### config.mk
export PLATFORM = sky130hd
export DESIGN_NAME = sbfch_config_header
export DESIGN_NICKNAME = d
export VERILOG_FILES = /design/src/inc/sbfch_pkg.sv /design/src/logic/sbfch_config_header.sv /design/src/logic/sbfch_tenure_timer.sv
export SDC_FILE = /design/constraint.sdc
export NUM_CORES = 1
export LEC_CHECK = 0
export ABC_CLOCK_PERIOD_IN_PS = 2300
export BUFFER_PORTS_ARGS = -buffer_cell sky130_fd_sc_hd__buf_2
export CORE_MARGIN = 4
export CORE_UTILIZATION = 50
export DETAILED_ROUTE_END_ITERATION = 10
export HOLD_SLACK_MARGIN = 0.03
export MAX_ROUTING_LAYER = met4
export PLACE_DENSITY = 0.8
export SYNTH_ARGS = -nofsm -noshare
export SYNTH_HDL_FRONTEND = slang
export SYNTH_SLANG_ARGS = --single-unit
### constraint.sdc
create_clock -name mclk -period 2.3 [get_ports mclk]
set_clock_uncertainty 0.15 [all_clocks]
set_input_delay 0.115 -clock mclk [delete_from_list [all_inputs] [get_ports mclk]]
set_output_delay 0.115 -clock mclk [all_outputs]
set_load 0.02 [all_outputs]
### src/inc/sbfch_pkg.sv
`default_nettype none
package sbfch_pkg;
    // Configuration dword indices (byte offset divided by four).
    localparam logic [5:0] SBFCH_IDX_CLASS = 6'h02;
    localparam logic [5:0] SBFCH_IDX_LATLINE = 6'h03;
    localparam logic [5:0] SBFCH_IDX_BASE = 6'h04;
    // Printed byte offsets; the header layout byte is byte 2 (bits 23:16) of dword 03h, below self-test.
    localparam logic [7:0] SBFCH_OFS_CLASS = 8'h08;
    localparam logic [7:0] SBFCH_OFS_LATLINE = 8'h0C;
    localparam logic [7:0] SBFCH_OFS_HDR = 8'h0E;
    localparam logic [7:0] SBFCH_OFS_BASE = 8'h10;
    // Fixed class word fields.
    localparam logic [7:0] SBFCH_FUNCTION_CATEGORY = 8'h0C;
    localparam logic [7:0] SBFCH_FUNCTION_SUBCATEGORY = 8'h00;
    localparam logic [7:0] SBFCH_PROGRAMMING_MODEL = 8'h10;
    // Arbitrary silicon revision value.
    localparam logic [7:0] SBFCH_SILICON_REVISION = 8'h5A;
    // Header layout and self-test bytes.
    localparam logic [7:0] SBFCH_SELF_TEST = 8'h00;
    localparam logic [7:0] SBFCH_HEADER_LAYOUT = 8'h00;
    // Window base register layout.
    localparam int SBFCH_BASE_PTR_LSB = 11;
    localparam int SBFCH_BASE_PTR_W = 21;
    localparam logic [6:0] SBFCH_WINDOW_SIZE = 7'h00;
    localparam logic SBFCH_PREFETCH = 1'b0;
    localparam logic [1:0] SBFCH_LOCATOR_TYPE = 2'h0;
    localparam logic SBFCH_SPACE = 1'b0;
    // Reset values.
    localparam logic [7:0] SBFCH_LATENCY_RESET = 8'h00;
    localparam logic [7:0] SBFCH_LINE_SIZE_RESET = 8'h00;
    localparam logic [20:0] SBFCH_BASE_RESET = 21'h000000;
    // Bus command encodings driven onto C/BE during the address phase.
    localparam logic [3:0] SBFCH_CMD_MEM_READ = 4'h6;
    localparam logic [3:0] SBFCH_CMD_MEM_WRITE = 4'h7;
    localparam logic [3:0] SBFCH_CMD_READ_MULTIPLE = 4'hC;
    localparam logic [3:0] SBFCH_CMD_READ_LINE = 4'hE;
    localparam logic [3:0] SBFCH_CMD_INVAL_WRITE = 4'hF;
    // Initiator operation requests from the transfer engine.
    localparam logic [1:0] SBFCH_OP_WRITE = 2'h0;
    localparam logic [1:0] SBFCH_OP_READ = 2'h1;
    localparam logic [1:0] SBFCH_OP_READ_LINE = 2'h2;
    localparam logic [1:0] SBFCH_OP_READ_MULTIPLE = 2'h3;
    // Latency timer states.
    typedef enum logic [1:0] {
        SBFCH_TMR_IDLE,
        SBFCH_TMR_COUNT,
        SBFCH_TMR_EXPIRED
    } sbfch_tmr_state_t;
endpackage
`default_nettype wire

### src/logic/sbfch_config_header.sv
`timescale 1ns/100ps
`default_nettype none
module sbfch_config_header (
    // Clock and reset.
    input wire logic mclk,
    input wire logic rst,
    // Configuration access port for this function.
    input wire logic cfg_sel,
    input wire logic cfg_wr,
    input wire logic [5:0] cfg_addr,
    input wire logic [3:0] cfg_be,
    input wire logic [31:0] cfg_wdata,
    output logic cfg_ack,
    output logic [31:0] cfg_rdata,
    // Command register bits held elsewhere in the function.
    input wire logic memory_response_enable,
    input wire logic invalidate_write_enable,
    // Memory target decode.
    input wire logic mem_req,
    input wire logic [31:0] mem_addr,
    output logic window_hit,
    output logic [10:0] window_offset,
    // Initiator side.
    input wire logic init_frame_start,
    input wire logic init_busy,
    input wire logic init_req,
    input wire logic [1:0] init_op,
    input wire logic gnt_n,
    output logic [3:0] init_cmd,
    output logic init_cmd_valid,
    output logic tenure_end,
    output logic latency_expired,
    // Programmed values for the transfer engine.
    output logic [7:0] line_size_setting,
    output logic [7:0] latency_setting
);
    typedef struct packed {
        logic [7:0] latency;
        logic [7:0] line_size;
        logic [20:0] window_base_pointer;
        logic [31:0] rdata;
        logic ack;
        logic gnt_meta;
        logic gnt_sync;
        logic hit;
        logic [10:0] offset;
        logic [3:0] cmd;
        logic cmd_valid;
    } sbfch_state_t;

    sbfch_state_t st_reg;
    sbfch_state_t st_next;

    logic [31:0] class_word;
    logic [31:0] latline_word;
    logic [31:0] base_word;
    logic [31:0] read_word;
    logic cfg_write;
    logic grant_held;
    logic timer_expired;
    logic timer_end;

    // Fixed identity fields; nothing in the write path reaches them.
    assign class_word = {sbfch_pkg::SBFCH_FUNCTION_CATEGORY,
                         sbfch_pkg::SBFCH_FUNCTION_SUBCATEGORY,
                         sbfch_pkg::SBFCH_PROGRAMMING_MODEL,
                         sbfch_pkg::SBFCH_SILICON_REVISION};

    // Dword 03h: header layout and self-test in the upper half.
    assign latline_word = {sbfch_pkg::SBFCH_SELF_TEST,
                           sbfch_pkg::SBFCH_HEADER_LAYOUT,
                           st_reg.latency,
                           st_reg.line_size};

    // Low bits are constant, so an all-ones probe reads back the window size.
    assign base_word = {st_reg.window_base_pointer,
                        sbfch_pkg::SBFCH_WINDOW_SIZE,
                        sbfch_pkg::SBFCH_PREFETCH,
                        sbfch_pkg::SBFCH_LOCATOR_TYPE,
                        sbfch_pkg::SBFCH_SPACE};

    // Read multiplexer; unmapped dwords read as zero.
    always_comb begin
        read_word = 32'h00000000;
        case (cfg_addr)
            sbfch_pkg::SBFCH_IDX_CLASS: begin
                read_word = class_word;
            end
            sbfch_pkg::SBFCH_IDX_LATLINE: begin
                read_word = latline_word;
            end
            sbfch_pkg::SBFCH_IDX_BASE: begin
                read_word = base_word;
            end
            default: begin
                read_word = 32'h00000000;
            end
        endcase
    end

    assign cfg_write = cfg_sel && cfg_wr;
    // The second synchroniser stage is the only reader of the first.
    assign grant_held = !st_reg.gnt_sync;

    // Next-state logic for every register of the block.
    always_comb begin
        st_next = st_reg;
        st_next.gnt_meta = gnt_n;
        st_next.gnt_sync = st_reg.gnt_meta;
        st_next.ack = cfg_sel;
        st_next.cmd_valid = init_req;

        // Each access is answered one cycle later; lanes not enabled read zero.
        if (cfg_sel && !cfg_wr) begin
            st_next.rdata = read_word & {{8{cfg_be[3]}}, {8{cfg_be[2]}},
                                         {8{cfg_be[1]}}, {8{cfg_be[0]}}};
        end else begin
            st_next.rdata = 32'h00000000;
        end

        // Writable bytes follow their lane enables; read-only lanes are dropped.
        if (cfg_write && (cfg_addr == sbfch_pkg::SBFCH_IDX_LATLINE)) begin
            if (cfg_be[0]) begin
                st_next.line_size = cfg_wdata[7:0];
            end
            if (cfg_be[1]) begin
                st_next.latency = cfg_wdata[15:8];
            end
        end
        if (cfg_write && (cfg_addr == sbfch_pkg::SBFCH_IDX_BASE)) begin
            if (cfg_be[1]) begin
                st_next.window_base_pointer[4:0] = cfg_wdata[15:11];
            end
            if (cfg_be[2]) begin
                st_next.window_base_pointer[12:5] = cfg_wdata[23:16];
            end
            if (cfg_be[3]) begin
                st_next.window_base_pointer[20:13] = cfg_wdata[31:24];
            end
        end

        // Window claim; a disabled memory response leaves the access unclaimed.
        st_next.hit = mem_req && memory_response_enable &&
                      (mem_addr[31:sbfch_pkg::SBFCH_BASE_PTR_LSB] ==
                       st_reg.window_base_pointer);
        if (mem_req) begin
            st_next.offset = mem_addr[10:0];
        end

        // Command choice; line commands need a programmed line size.
        case (init_op)
            sbfch_pkg::SBFCH_OP_WRITE: begin
                if (invalidate_write_enable && (st_reg.line_size != 8'h00)) begin
                    st_next.cmd = sbfch_pkg::SBFCH_CMD_INVAL_WRITE;
                end else begin
                    st_next.cmd = sbfch_pkg::SBFCH_CMD_MEM_WRITE;
                end
            end
            sbfch_pkg::SBFCH_OP_READ_LINE: begin
                if (st_reg.line_size != 8'h00) begin
                    st_next.cmd = sbfch_pkg::SBFCH_CMD_READ_LINE;
                end else begin
                    st_next.cmd = sbfch_pkg::SBFCH_CMD_MEM_READ;
                end
            end
            sbfch_pkg::SBFCH_OP_READ_MULTIPLE: begin
                if (st_reg.line_size != 8'h00) begin
                    st_next.cmd = sbfch_pkg::SBFCH_CMD_READ_MULTIPLE;
                end else begin
                    st_next.cmd = sbfch_pkg::SBFCH_CMD_MEM_READ;
                end
            end
            default: begin
                st_next.cmd = sbfch_pkg::SBFCH_CMD_MEM_READ;
            end
        endcase
        if (!init_req) begin
            st_next.cmd = st_reg.cmd;
        end
    end

    // State register; the grant pin resets to its idle (deasserted) level.
    always_ff @(posedge mclk) begin
        if (rst) begin
            st_reg.latency <= sbfch_pkg::SBFCH_LATENCY_RESET;
            st_reg.line_size <= sbfch_pkg::SBFCH_LINE_SIZE_RESET;
            st_reg.window_base_pointer <= sbfch_pkg::SBFCH_BASE_RESET;
            st_reg.rdata <= 32'h00000000;
            st_reg.ack <= 1'b0;
            st_reg.gnt_meta <= 1'b1;
            st_reg.gnt_sync <= 1'b1;
            st_reg.hit <= 1'b0;
            st_reg.offset <= 11'h000;
            st_reg.cmd <= sbfch_pkg::SBFCH_CMD_MEM_READ;
            st_reg.cmd_valid <= 1'b0;
        end else begin
            st_reg <= st_next;
        end
    end

    // Bus tenure limit, counted in clock cycles of this domain.
    sbfch_tenure_timer u_tenure_timer (
        .mclk(mclk),
        .rst(rst),
        .latency_value(st_reg.latency),
        .frame_start(init_frame_start),
        .busy(init_busy),
        .grant_held(grant_held),
        .expired(timer_expired),
        .tenure_end(timer_end)
    );

    // Outputs.
    assign cfg_ack = st_reg.ack;
    assign cfg_rdata = st_reg.rdata;
    assign window_hit = st_reg.hit;
    assign window_offset = st_reg.offset;
    assign init_cmd = st_reg.cmd;
    assign init_cmd_valid = st_reg.cmd_valid;
    assign tenure_end = timer_end;
    assign latency_expired = timer_expired;
    assign line_size_setting = st_reg.line_size;
    assign latency_setting = st_reg.latency;
endmodule
`default_nettype wire

### src/logic/sbfch_tenure_timer.sv
`timescale 1ns/100ps
`default_nettype none
module sbfch_tenure_timer (
    // Clock and reset.
    input wire logic mclk,
    input wire logic rst,
    // Programmed limit.
    input wire logic [7:0] latency_value,
    // Initiator activity.
    input wire logic frame_start,
    input wire logic busy,
    input wire logic grant_held,
    // Results.
    output logic expired,
    output logic tenure_end
);
    typedef struct packed {
        sbfch_pkg::sbfch_tmr_state_t state;
        logic [7:0] count;
        logic tenure_end;
    } sbfch_tmr_t;

    sbfch_tmr_t tmr_reg;
    sbfch_tmr_t tmr_next;

    // The count restarts from zero on every FRAME, even mid-tenure.
    always_comb begin
        tmr_next = tmr_reg;
        tmr_next.tenure_end = 1'b0;
        case (tmr_reg.state)
            sbfch_pkg::SBFCH_TMR_IDLE: begin
                tmr_next.count = 8'h00;
            end
            sbfch_pkg::SBFCH_TMR_COUNT: begin
                if (!busy) begin
                    tmr_next.state = sbfch_pkg::SBFCH_TMR_IDLE;
                end else if (tmr_reg.count == latency_value) begin
                    tmr_next.state = sbfch_pkg::SBFCH_TMR_EXPIRED;
                end else begin
                    tmr_next.count = tmr_reg.count + 8'h01;
                end
            end
            sbfch_pkg::SBFCH_TMR_EXPIRED: begin
                // A held grant lets the burst run on past the limit.
                if (!busy) begin
                    tmr_next.state = sbfch_pkg::SBFCH_TMR_IDLE;
                end else begin
                    tmr_next.tenure_end = !grant_held;
                end
            end
            default: begin
                tmr_next.state = sbfch_pkg::SBFCH_TMR_IDLE;
            end
        endcase
        if (frame_start) begin
            tmr_next.state = sbfch_pkg::SBFCH_TMR_COUNT;
            tmr_next.count = 8'h00;
        end
    end

    // State register.
    always_ff @(posedge mclk) begin
        if (rst) begin
            tmr_reg.state <= sbfch_pkg::SBFCH_TMR_IDLE;
            tmr_reg.count <= 8'h00;
            tmr_reg.tenure_end <= 1'b0;
        end else begin
            tmr_reg <= tmr_next;
        end
    end

    assign expired = (tmr_reg.state == sbfch_pkg::SBFCH_TMR_EXPIRED);
    assign tenure_end = tmr_reg.tenure_end;
endmodule
`default_nettype wire

== After elaboration in Yosys (flattened, before gate mapping) ==
Index checks and enable logic that the tools add are counted.

* Flip-flop bits (word level): 100
* Output and inout bits: 68
* Logic and storage cells: 75

* Add/sub/neg operators: 1
* Equal/unequal tests: 16
* Muxes and demuxes: 13
* Bitwise gates (word level): 5
* Reductions and logical operators: 23

{| class="wikitable"
|+ Operators by type and width
! cell !! count
|-
| $pmux 32 s3 || 1
|-
| $and 32x32->32 || 1
|-
| $eq 21x21->1 || 1
|-
| $mux 8 || 2
|-
| $pmux 8 s2 || 1
|-
| $eq 6x2->1 const B || 2
|-
| $mux 4 || 3
|-
| $pmux 4 s3 || 1
|-
| $reduce_and 2->1 || 5
|-
| $mux 9 || 1
|-
| $reduce_and 3->1 || 3
|-
| $add 8x1->8 const B || 1
|-
| $eq 8x8->1 || 1
|-
| $ne 2x2->1 const B || 4
|-
| $reduce_bool 8->1 || 1
|-
| $logic_and 1x1->1 || 7
|-
| $eq 2x2->1 const B || 3
|-
| $eq 6x3->1 const B || 1
|-
| $mux 2 || 3
|-
| $pmux 2 s3 || 1
|-
| $logic_not 2->1 || 2
|-
| $ne 4x3->1 const B || 1
|-
| $not 1->1 || 4
|-
| $reduce_or 2->1 || 2
|-
| 6 further kinds || 6
|}

== Logic depth before layout (Yosys ltp) ==
Gate-level depths: netlist of the first run.

* Depth after elaboration: 5
* Mapped depth: 6
* Gate-level depth less buffers: 6

== Cells and area by module ==
From an unflattened synthesis of the first run, not the netlist that was laid out.

* Cells, all modules: 456
* Area, all modules: 4,415.5 um2

{| class="wikitable"
|+ By module, submodules not included
! module !! times used !! cells an instance !! area each (um2) !! sequential area each (um2)
|-
| sbfch_config_header || 1 || 373 || 3,726.1 || 1,761.7
|-
| sbfch_tenure_timer || 1 || 83 || 689.4 || 220.2
|}

== Worst setup path after synthesis of the first run ==
No wires, ideal clock.

* Kind: input port to flip-flop
* Start: in cfg_addr[3]
* End: reg st_reg, in the netlist latency_setting[0]
* Library setup time: 0.128 ns
* Data arrival time: 1.378 ns
* Required time: 2.022 ns
* Path slack: 0.644 ns
* Stages on the path: 6
* Buffers on the path: 1
* Cells stage by stage: or3_4 -> nor3b_4 -> and4_1 -> buf_6 -> mux2i_1 -> nor2_1

* Cells in the longest elaborated chain, start to end: 3

{| class="wikitable"
|+ RTL lines
! item !! line !! source
|-
| from (decl) || sbfch_config_header.sv:10 || <nowiki>input wire logic [5:0] cfg_addr,</nowiki>
|-
| $eq 6x2->1 || sbfch_config_header.sv:122 || <nowiki>if (cfg_write && (cfg_addr == sbfch_pkg::SBFCH_IDX_LATLINE)) begin</nowiki>
|-
| $logic_and 1x1->1 || sbfch_config_header.sv:122 ||
|-
| $reduce_and 2->1 (no source line) || -- ||
|-
| to (signal assigned) || sbfch_config_header.sv:197 || <nowiki>st_reg <= st_next;</nowiki>
|-
| to (decl) || sbfch_config_header.sv:51 || <nowiki>sbfch_state_t st_reg;</nowiki>
|}

Every way passes these cells.
A chain may end at the register's enable or synchronous reset.

== Worst setup path in the final report of the first run ==
* Start: reg st_reg, in the netlist base_word[14]
* End: reg st_reg, in the netlist window_hit

* Cells in the longest elaborated chain, start to end: 2

{| class="wikitable"
|+ RTL lines
! item !! line !! source
|-
| $eq 21x21->1 || sbfch_config_header.sv:144 || <nowiki>(mem_addr[31:sbfch_pkg::SBFCH_BASE_PTR_LSB] ==</nowiki>
|-
| $logic_and 1x1->1 || sbfch_config_header.sv:143 || <nowiki>st_next.hit = mem_req && memory_response_enable &&</nowiki>
|}

Every way passes these cells.

==> results of run 1 <==
[metal layers]
metal	vias to the layer above	part of all wire, %	track usage, %
li1	1830	-	-
met1	1722	42	27.3
met2	121	50	37.1
met5	-	0	-
met4	0	2.4	8.38
met3	22	5.5	3.28
[placed cells by master (no fill, tap or decap), types with 12 or more instances in the layout]
cell	count
buf_2	153
dfxtp_1	99
dlygate4sd3_1	77
nor2_1	65
mux2i_1	49
and2_1	18
xor2_1	16
xnor2_1	13
a21oi_1	13
nand2_1	12
nand3_1	12
[worst max-delay path: stages, from the launching register on]
cell and delay [ps]:
dfxtp_1 400, xnor2_1 130, nand4b_1 100, dlygate4sd3_1 570
nor3_1 190, dlygate4sd3_1 590
[power groups by stage]
stage               Sequential [mW]  Clock, mW  Combinational, mW
floorplan                      1.78          0              0.122
finish                         1.74       1.18              0.321
global placement               1.78          0              0.217
global route                   1.75       1.28              0.346
CTS                            1.74       1.19              0.316
detailed placement             1.78          0              0.222
[cell families after synthesis]
logic type | after synthesis | share of synthesized area (%)
xor gates and xnor gates | 29 | 5.75
other | 1 | 0.0848
AOI/OAI and AO/OA | 35 | 4.87
adders and majority gates | 1 | 0.283
muxes | 50 | 11.4
DFF | 99 | 44.8
and+or+nand+nor | 161 | 19.4
buffers and inverters | 90 | 13.4
[path summary, 6_finish.rpt]
kind                 startpoint                  to  depth (start not counted)
hold reg to reg     st_next[17]          st_reg[17]                          1
hold / removal              rst  latency_setting[4]                          2
setup / recovery  base_word[14]          window_hit                          5
setup reg to reg  base_word[14]          window_hit                          5
[per-stage QoR]
step	total power [mW]	hold slack, ps
after CTS	3.25	42.3
after global placement	2.00	154
after floorplan	1.90	60.9
after global routing	3.37	78.2
final	3.25	46.4
after detailed placement	2.00	163
[area by class of cell]
cell class	count	area [um2]
clock buffers	9	124
clock inverters	7	85.1
fillers	694	2890
inverters	10	37.5
multi-input cells	277	1840
flip-flops and latches	99	1980
well taps	108	135
repair buffers	236	1580
==> impl_metrics.yaml, run 1 <==
status:
  outcome: "complete, no violations"
synthesis:
  synth-seq-cells: 99
  synthCells: 466
  ys.warnings.count: 0
  syn-mean-instance-area_um2: 9.49
  synth.area.top_cells: "dfxtp_1, mux2i_1, buf_4"
  synthDominantCellAreaShare_pct: 44.8
  yosys_cell_types: 42
  ys_dominant_reg_cell: "dfxtp_1"
  synth_nets: 554
  yosysTopAreaCell: "dfxtp_1"
  synth_top_cells_by_count: "dfxtp_1, nor2_1, buf_4"
  yosysMostFrequentCell: "dfxtp_1"
  post_synth_instance_area_mm2: 0.00442
  ys_async_sr_fraction_pct: 0
  synth_enable_flop_cells: 0
  yosysSeqAreaShare_pct: 44.8
final_layout:
  finish.instance_area_mm2: 0.00579
  finalNonFillerCells: 746
  final_layout_size_suffix_gt1_share_pct: 29.0
  final_util_pct: 66.7
  nets: 721
  antenna_cells: 0
  max_ffs_per_register: 32
  flow.area_growth_from_synthesis_pct: 31.0
hold_path:
  holdCritPathClass: "in -> reg"
worst_setup_path:
  critPathLaunchType: "register"
  cp.required_ps: 2450
  critPathArrivalTime_ps: 2320
  timing.critical_path.fanout_max: 3
  critPathCaptureType: "register"
  setup.worst_path.class: "reg -> reg"
  reg2reg_setup_slack_ps: 120
placed_design:
  dpl-instance-area_mm2: 0.00481
  place.detailed.instances: 653
  dp.final_hpwl_um: 7960
  place_ws_ps: 324
  final_weighted_congestion_of_routability_driven_global_placement: 0.816
  port_buffers: 153
global_route:
  initial_antenna_violation_count: 0
  first_global_vias: 3675
  globalRouteOverflowTotal: 0
  grt_start_max_net_pins: 25
  grtUsageTotal_pct: 22.3
  grt_pass1_wl_um: 17800
power_and_ir_drop:
  vdd.ir_drop.worst_uv: 405
  power_leakage_nw: 2.76
  power.density_cell_area_mw_per_mm2: 561
  power_frac_clock_pct: 36.5
  switching_share_pct: 25.1
  p_int_mw: 2.43
  switching_power_mw: 0.816
  combPwrFrac_pct: 9.9
  p_seq_share_pct: 53.6
clock_tree:
  cts-buffers-inserted: 9
  cts_tree: "yes"
  post_cts_resized: 0
  clock-sinks: 99
  post_cts_buffers: 0
  clock_tree.htree_level_count: 3
  quantity_of_hold_fixing_buffers_added_after_cts: 77
  cts_root_buffer: "clkbuf_8"
  clk-insertion-delay-late_ps: 360
  clock_path_buffers: 2
  clkTransAtPathRegs_ps: 100
floorplan:
  initial_core_util_pct: 50.9
  fp.dieArea_mm2: 0.0104
  rows: 34
  die_width_um: 102
  height_of_the_die_um: 102
  io-pin-count: 155
  floorplan.core_area_mm2: 0.00868
routing:
  count_of_unresolved_drc_violations_after_routing: 0
  route.vias.total: 3695
  vias_per_cell: 4.95
  pre_repair_dr_iteration_count: 4
  drtAntennaViolNets: 0
  drt_iter0_markers: 136
  routed_wire_length_per_instance_um: 15.3
  routed_wl_um: 11400
timing:
  worst-slew-pin-transition_ps: 595
  final-max-slew-violation-count: 0
  max_freq_mhz: 460
  maxSlewHeadroom_pct: 59.9
  hold_viol: 0
  report.final.setup_viol: 0
  final_worst_path_cycle_share_pct: 94.6
  setup_ws_ps: 124
  setup_repair_after_global_routing_missed_its_margin: "no"
  setup-tns-final_ps: 0
  finalCriticalPeriod_ps: 2180
job:
  max_cap_viols: 0
(Power assumes the default switching activity.)
==> inputs of run 2 (changes only) <==
- CORE_ASPECT_RATIO: unset -> 1.5
- GPL_TIMING_DRIVEN: unset -> 0
==> run 2 against run 1 <==
  * First-iteration DRC count increased by 60%
  * Via count increased by 6.7%
  * Cell area increased by 7.0%
==> impl_metrics.yaml, run 2 (synthesis results as in run 1) <==
status:
  outcome: "complete, no violations"
routing:
  vias_per_cell: 4.94
  drtAntennaViolNets: 0
  count_of_unresolved_drc_violations_after_routing: 0
  routed_wire_length_per_instance_um: 15.2
  routed_wl_um: 12100
  pre_repair_dr_iteration_count: 4
  route.vias.total: 3944
  drt_iter0_markers: 217
global_route:
  grt_pass1_wl_um: 18900
  globalRouteOverflowTotal: 0
  gr-usage-met3_pct: 3.40
  grt_start_max_net_pins: 17
  global_route.peak_usage_layer: "met2"
  first_global_vias: 4076
  initial_antenna_violation_count: 0
  grtUsageTotal_pct: 23.7
  grt_use_met2_pct: 44.3
  met1_usage_pct: 23.4
placed_design:
  place.detailed.instances: 724
  dp.final_hpwl_um: 8580
  final_weighted_congestion_of_routability_driven_global_placement: 0.868
  port_buffers: 151
  dpl-instance-area_mm2: 0.00531
  place_ws_ps: 284
final_layout:
  most_common_library_cell_in_the_layout_ignoring_fill_and_taps: "buf_2"
  flow.area_growth_from_synthesis_pct: 40.1
  finalNonFillerCells: 799
  most-common-layout-cells: "buf_2, dfxtp_1, nor2_1, buf_4, dlygate4sd3_1"
  final_layout_size_suffix_gt1_share_pct: 35.4
  nets: 775
  final.fill_count: 641
  finish.instance_area_mm2: 0.00619
  multi_input_area_mm2: 0.00185
  antenna_cells: 0
  max_ffs_per_register: 32
  area.sequential_mm2: 0.00198
timing:
  maxSlewHeadroom_pct: 52.3
  final_worst_path_cycle_share_pct: 93.7
  worst-slew-pin-transition_ps: 716
  setup_ws_ps: 145
  max_freq_mhz: 464
  final-max-slew-violation-count: 0
  setup_repair_after_global_routing_missed_its_margin: "no"
  finalCriticalPeriod_ps: 2160
  setup-tns-final_ps: 0
  hold_viol: 0
  report.final.setup_viol: 0
clock_tree:
  cts_root_buffer: "clkbuf_16"
  clkTransAtPathRegs_ps: 70
  clock_path_buffers: 2
  post_cts_buffers: 0
  cts-buffers-inserted: 9
  cts_tree: "yes"
  clock_tree.htree_level_count: 3
  clk-insertion-delay-late_ps: 340
  clock-sinks: 99
worst_setup_path:
  setup.worst_path.class: "reg -> reg"
  reg2reg_setup_slack_ps: 140
  critPathCaptureType: "register"
  critPathArrivalTime_ps: 2290
  timing.critical_path.fanout_max: 3
  critPathLaunchType: "register"
  cp.required_ps: 2430
floorplan:
  io-pin-count: 155
  height_of_the_die_um: 123
  initial_core_util_pct: 51.9
  floorplan.core_area_mm2: 0.00852
  rows: 41
  fp.dieArea_mm2: 0.0104
  die_width_um: 84.8
power_and_ir_drop:
  vdd.ir_drop.worst_uv: 446
  power_leakage_nw: 3.03
  power.density_cell_area_mw_per_mm2: 565
hold_path:
  holdCritPathClass: "in -> reg"
job:
  max_cap_viols: 0
run 2: changes by cell type in the layout (fill, tap and decap cells not counted), sizes merged:
cell | previous run | this run
clkbuf | 9 | 24
bufinv | 1 | 0
clkinv | 2 | 4
clkinvlp | 2 | 0
dlygate4sd3 | 77 | 59
inv | 12 | 11
buf | 159 | 218
run 2: layout make-up:
type / instances / share of cell area, %
sequential: 99 / 32.0
inverter: 10 / 0.606
timing repair buffer: 210 / 21.7
clock inverter: 5 / 0.586
multi-input combinational: 277 / 29.8
tap: 107 / 2.16
buffer: 80 / 8.99
clock buffer: 11 / 4.08
run 2: power by group:
part	switching [mW]	total [mW]	internal (mW)
sequential	0.00958	1.74	1.73
clock	0.632	1.43	0.796
combinational	0.149	0.328	0.178
total	0.791	3.50	2.71
run 2: per-stage QoR:
stage / total power, mW / hold slack, ps / utilization [%]
2_1_floorplan: 1.90 / 60.9 / -
3_3_place_gp: 2.02 / 156 / 62.4
3_5_place_dp: 2.03 / 158 / 62.4
4_1_cts: 3.52 / 60.3 / 72.7
5_1_grt: 3.62 / 116 / 72.7
6_report: 3.50 / 81.9 / 72.7
run 2: final timing paths:
check                                        startpoint           to  cells past startpoint
worst max-delay path                      base_word[21]   window_hit                      5
worst max register to register            base_word[21]   window_hit                      5
worst min-delay path            invalidate_write_enable  init_cmd[3]                      4
worst min register to register              st_next[17]   st_reg[17]                      1
run 2: timing repair:
item / CTS / global route
hold endpoints to repair: 69 / 0
hold buffers: 59 / 0
endpoints found under the setup margin: 0 / 1
resized for setup: 0 / 1
run 2: metal layers:
metal  vias up  wire, um
li1       1947         -
met1      1831      4450
met2       135      6680
met3        31       559
met4         0       417
met5         -         0
run 2: critical path, stage by stage, from the launching register on:
cell,delay [ps]
dfxtp_1,330
xor2_1,170
nor4_1,500
nand4_1,240
nor3_1,160
dlygate4sd3_1,560
==> inputs of run 3 (changes only) <==
- PLACE_DENSITY: 0.8 -> 0.9
==> run 3 against run 2 <==
  * Final cell count grew 0.13%
  * Die area unchanged
  * Largest cell class unchanged
  * Clock-buffer cell count up 1
  * Setup slack improved by 15 ps
  * Worst hold slack better by 34 ps
  * Highest routed layer unchanged
  * Cell area shrank 0.26%
  * Clock power decreased by 4%
==> impl_metrics.yaml, run 3 (synthesis results as in run 1) <==
timing:
  final_worst_path_cycle_share_pct: 93.0
  setup_repair_after_global_routing_missed_its_margin: "no"
  finalCriticalPeriod_ps: 2140
  final-max-slew-violation-count: 0
  worst-slew-pin-transition_ps: 746
  max_freq_mhz: 467
  setup-tns-final_ps: 0
  report.final.setup_viol: 0
  whs_ps: 116
  maxSlewHeadroom_pct: 50.2
  setup_ws_ps: 160
  hold_viol: 0
final_layout:
  final_layout_size_suffix_gt1_share_pct: 34.9
  max_ffs_per_register: 32
  nets: 775
  most_common_library_cell_in_the_layout_ignoring_fill_and_taps: "buf_2"
  finalNonFillerCells: 800
  flow.area_growth_from_synthesis_pct: 39.7
  most-common-layout-cells: "buf_2, dfxtp_1, nor2_1"
routing:
  pre_repair_dr_iteration_count: 4
  count_of_unresolved_drc_violations_after_routing: 0
  drtAntennaViolNets: 0
  route.vias.total: 3990
  vias_per_cell: 4.99
  routed_wl_um: 12800
  routed_wire_length_per_instance_um: 16.0
  drt_iter0_markers: 217
clock_tree:
  cts_tree: "yes"
  clock_tree.htree_level_count: 3
  clkTransAtPathRegs_ps: 60
  clock-sinks: 99
  post_cts_buffers: 0
  cts_root_buffer: "clkbuf_16"
  post_cts_resized: 0
  clock_path_buffers: 2
  cts-buffers-inserted: 9
  clk-insertion-delay-late_ps: 330
worst_setup_path:
  critPathBufInv: 2
  timing.critical_path.fanout_max: 3
  worstRegToRegCells: 5
  cp.required_ps: 2430
  timing.critical_path.slowest_stage_cell: "dlygate4sd3_1"
  timing.critical_path.max_delay_family: "buffers and inverters"
  cp_cell_sequence: "xnor2_1 > nand4b_1 > dlygate4sd3_1 > nor3_1 > dlygate4sd3_1"
  cpMostUsedCell: "dlygate4sd3_1"
  critPathLaunchType: "register"
  setup.worst_path.class: "reg -> reg"
  crit-reg2reg-launch: "base_word[14]"
  reg2reg_setup_slack_ps: 160
  regToRegEndpoint: "window_hit"
  worst_path_largest_cell_delay_ps: 580
  critPathCaptureType: "register"
  critPathArrivalTime_ps: 2270
  cp-startpoint: "base_word[14]"
global_route:
  gr-usage-met3_pct: 3.47
  grt_start_max_net_pins: 16
  globalRouteOverflowTotal: 0
  grt_pass1_wl_um: 20300
  first_global_vias: 4251
  initial_antenna_violation_count: 1
  met1_usage_pct: 25.5
  grtUsageTotal_pct: 25.5
  grt_use_met2_pct: 48.1
  global_route.peak_usage_layer: "met2"
placed_design:
  dp.final_hpwl_um: 9000
  place_ws_ps: 324
  port_buffers: 151
  final_weighted_congestion_of_routability_driven_global_placement: 0.891
  place.detailed.instances: 724
floorplan:
  rows: 41
  io-pin-count: 155
  initial_core_util_pct: 51.9
  fp.dieArea_mm2: 0.0104
  floorplan.core_area_mm2: 0.00852
  height_of_the_die_um: 123
  die_width_um: 84.8
hold_path:
  hold_path_startpoint: "cfg_addr[4]"
  min_delay_path_depth: 5
  hold-path-endpoint: "cfg_rdata[12]"
  holdCritPathClass: "in -> reg"
power_and_ir_drop:
  power_leakage_nw: 3.01
  post-layout-total-power_mw: 3.45
  power.density_cell_area_mw_per_mm2: 558
  vdd.ir_drop.worst_uv: 438
job:
  max_cap_viols: 0
status:
  outcome: "complete, no violations"
-- run 3: worst max path at each step --
stage | to | depth (start not counted)
6_report | window_hit | 5
5_1_grt | cfg_rdata[18] | 8
4_1_cts | window_hit | 5
3_5_place_dp | u_tenure_timer.tmr_reg[4] | 6
3_3_place_gp | latency_setting[7] | 7
2_1_floorplan | latency_setting[0] | 6
-- run 3: area by class of cell --
cell class	instances	area [um2]
clock inverter	3	23.8
inverter	10	37.5
buffer	80	557
multi-input combinational	277	1840
tap	107	134
antenna	2	5.00
sequential	99	1980
timing repair buffer	210	1350
fill	624	2340
clock buffer	12	246
-- run 3: metal layers --
metal | vias up | routed length [um]
met5 | - | 0
met4 | 0 | 497
met3 | 36 | 597
met2 | 138 | 7200
met1 | 1868 | 4540
li1 | 1948 | -
-- run 3: where the power goes --
group / switching, mW / internal (mW)
registers: 0.00950 / 1.73
clock network: 0.610 / 0.761
logic: 0.154 / 0.179
total: 0.774 / 2.67
-- run 3: worst min-delay path: stages --
cell and delay (ps):
buf_2 80, or3_4 140, nor2b_1 80, o21ai_0 80
a21oi_1 60
-- run 3: timing repair --
item | CTS | global route
hold buffers | 59 | 0
endpoints found under the hold margin | 68 | 0
setup endpoints to repair | 0 | 0
-- run 3: stage by stage --
stage               utilization [%]  area [um2]
floorplan                         -        4420
global placement               62.4        5310
detailed placement             62.4        5310
CTS                            72.5        6170
global route                   72.5        6170
finish                         72.5        6180
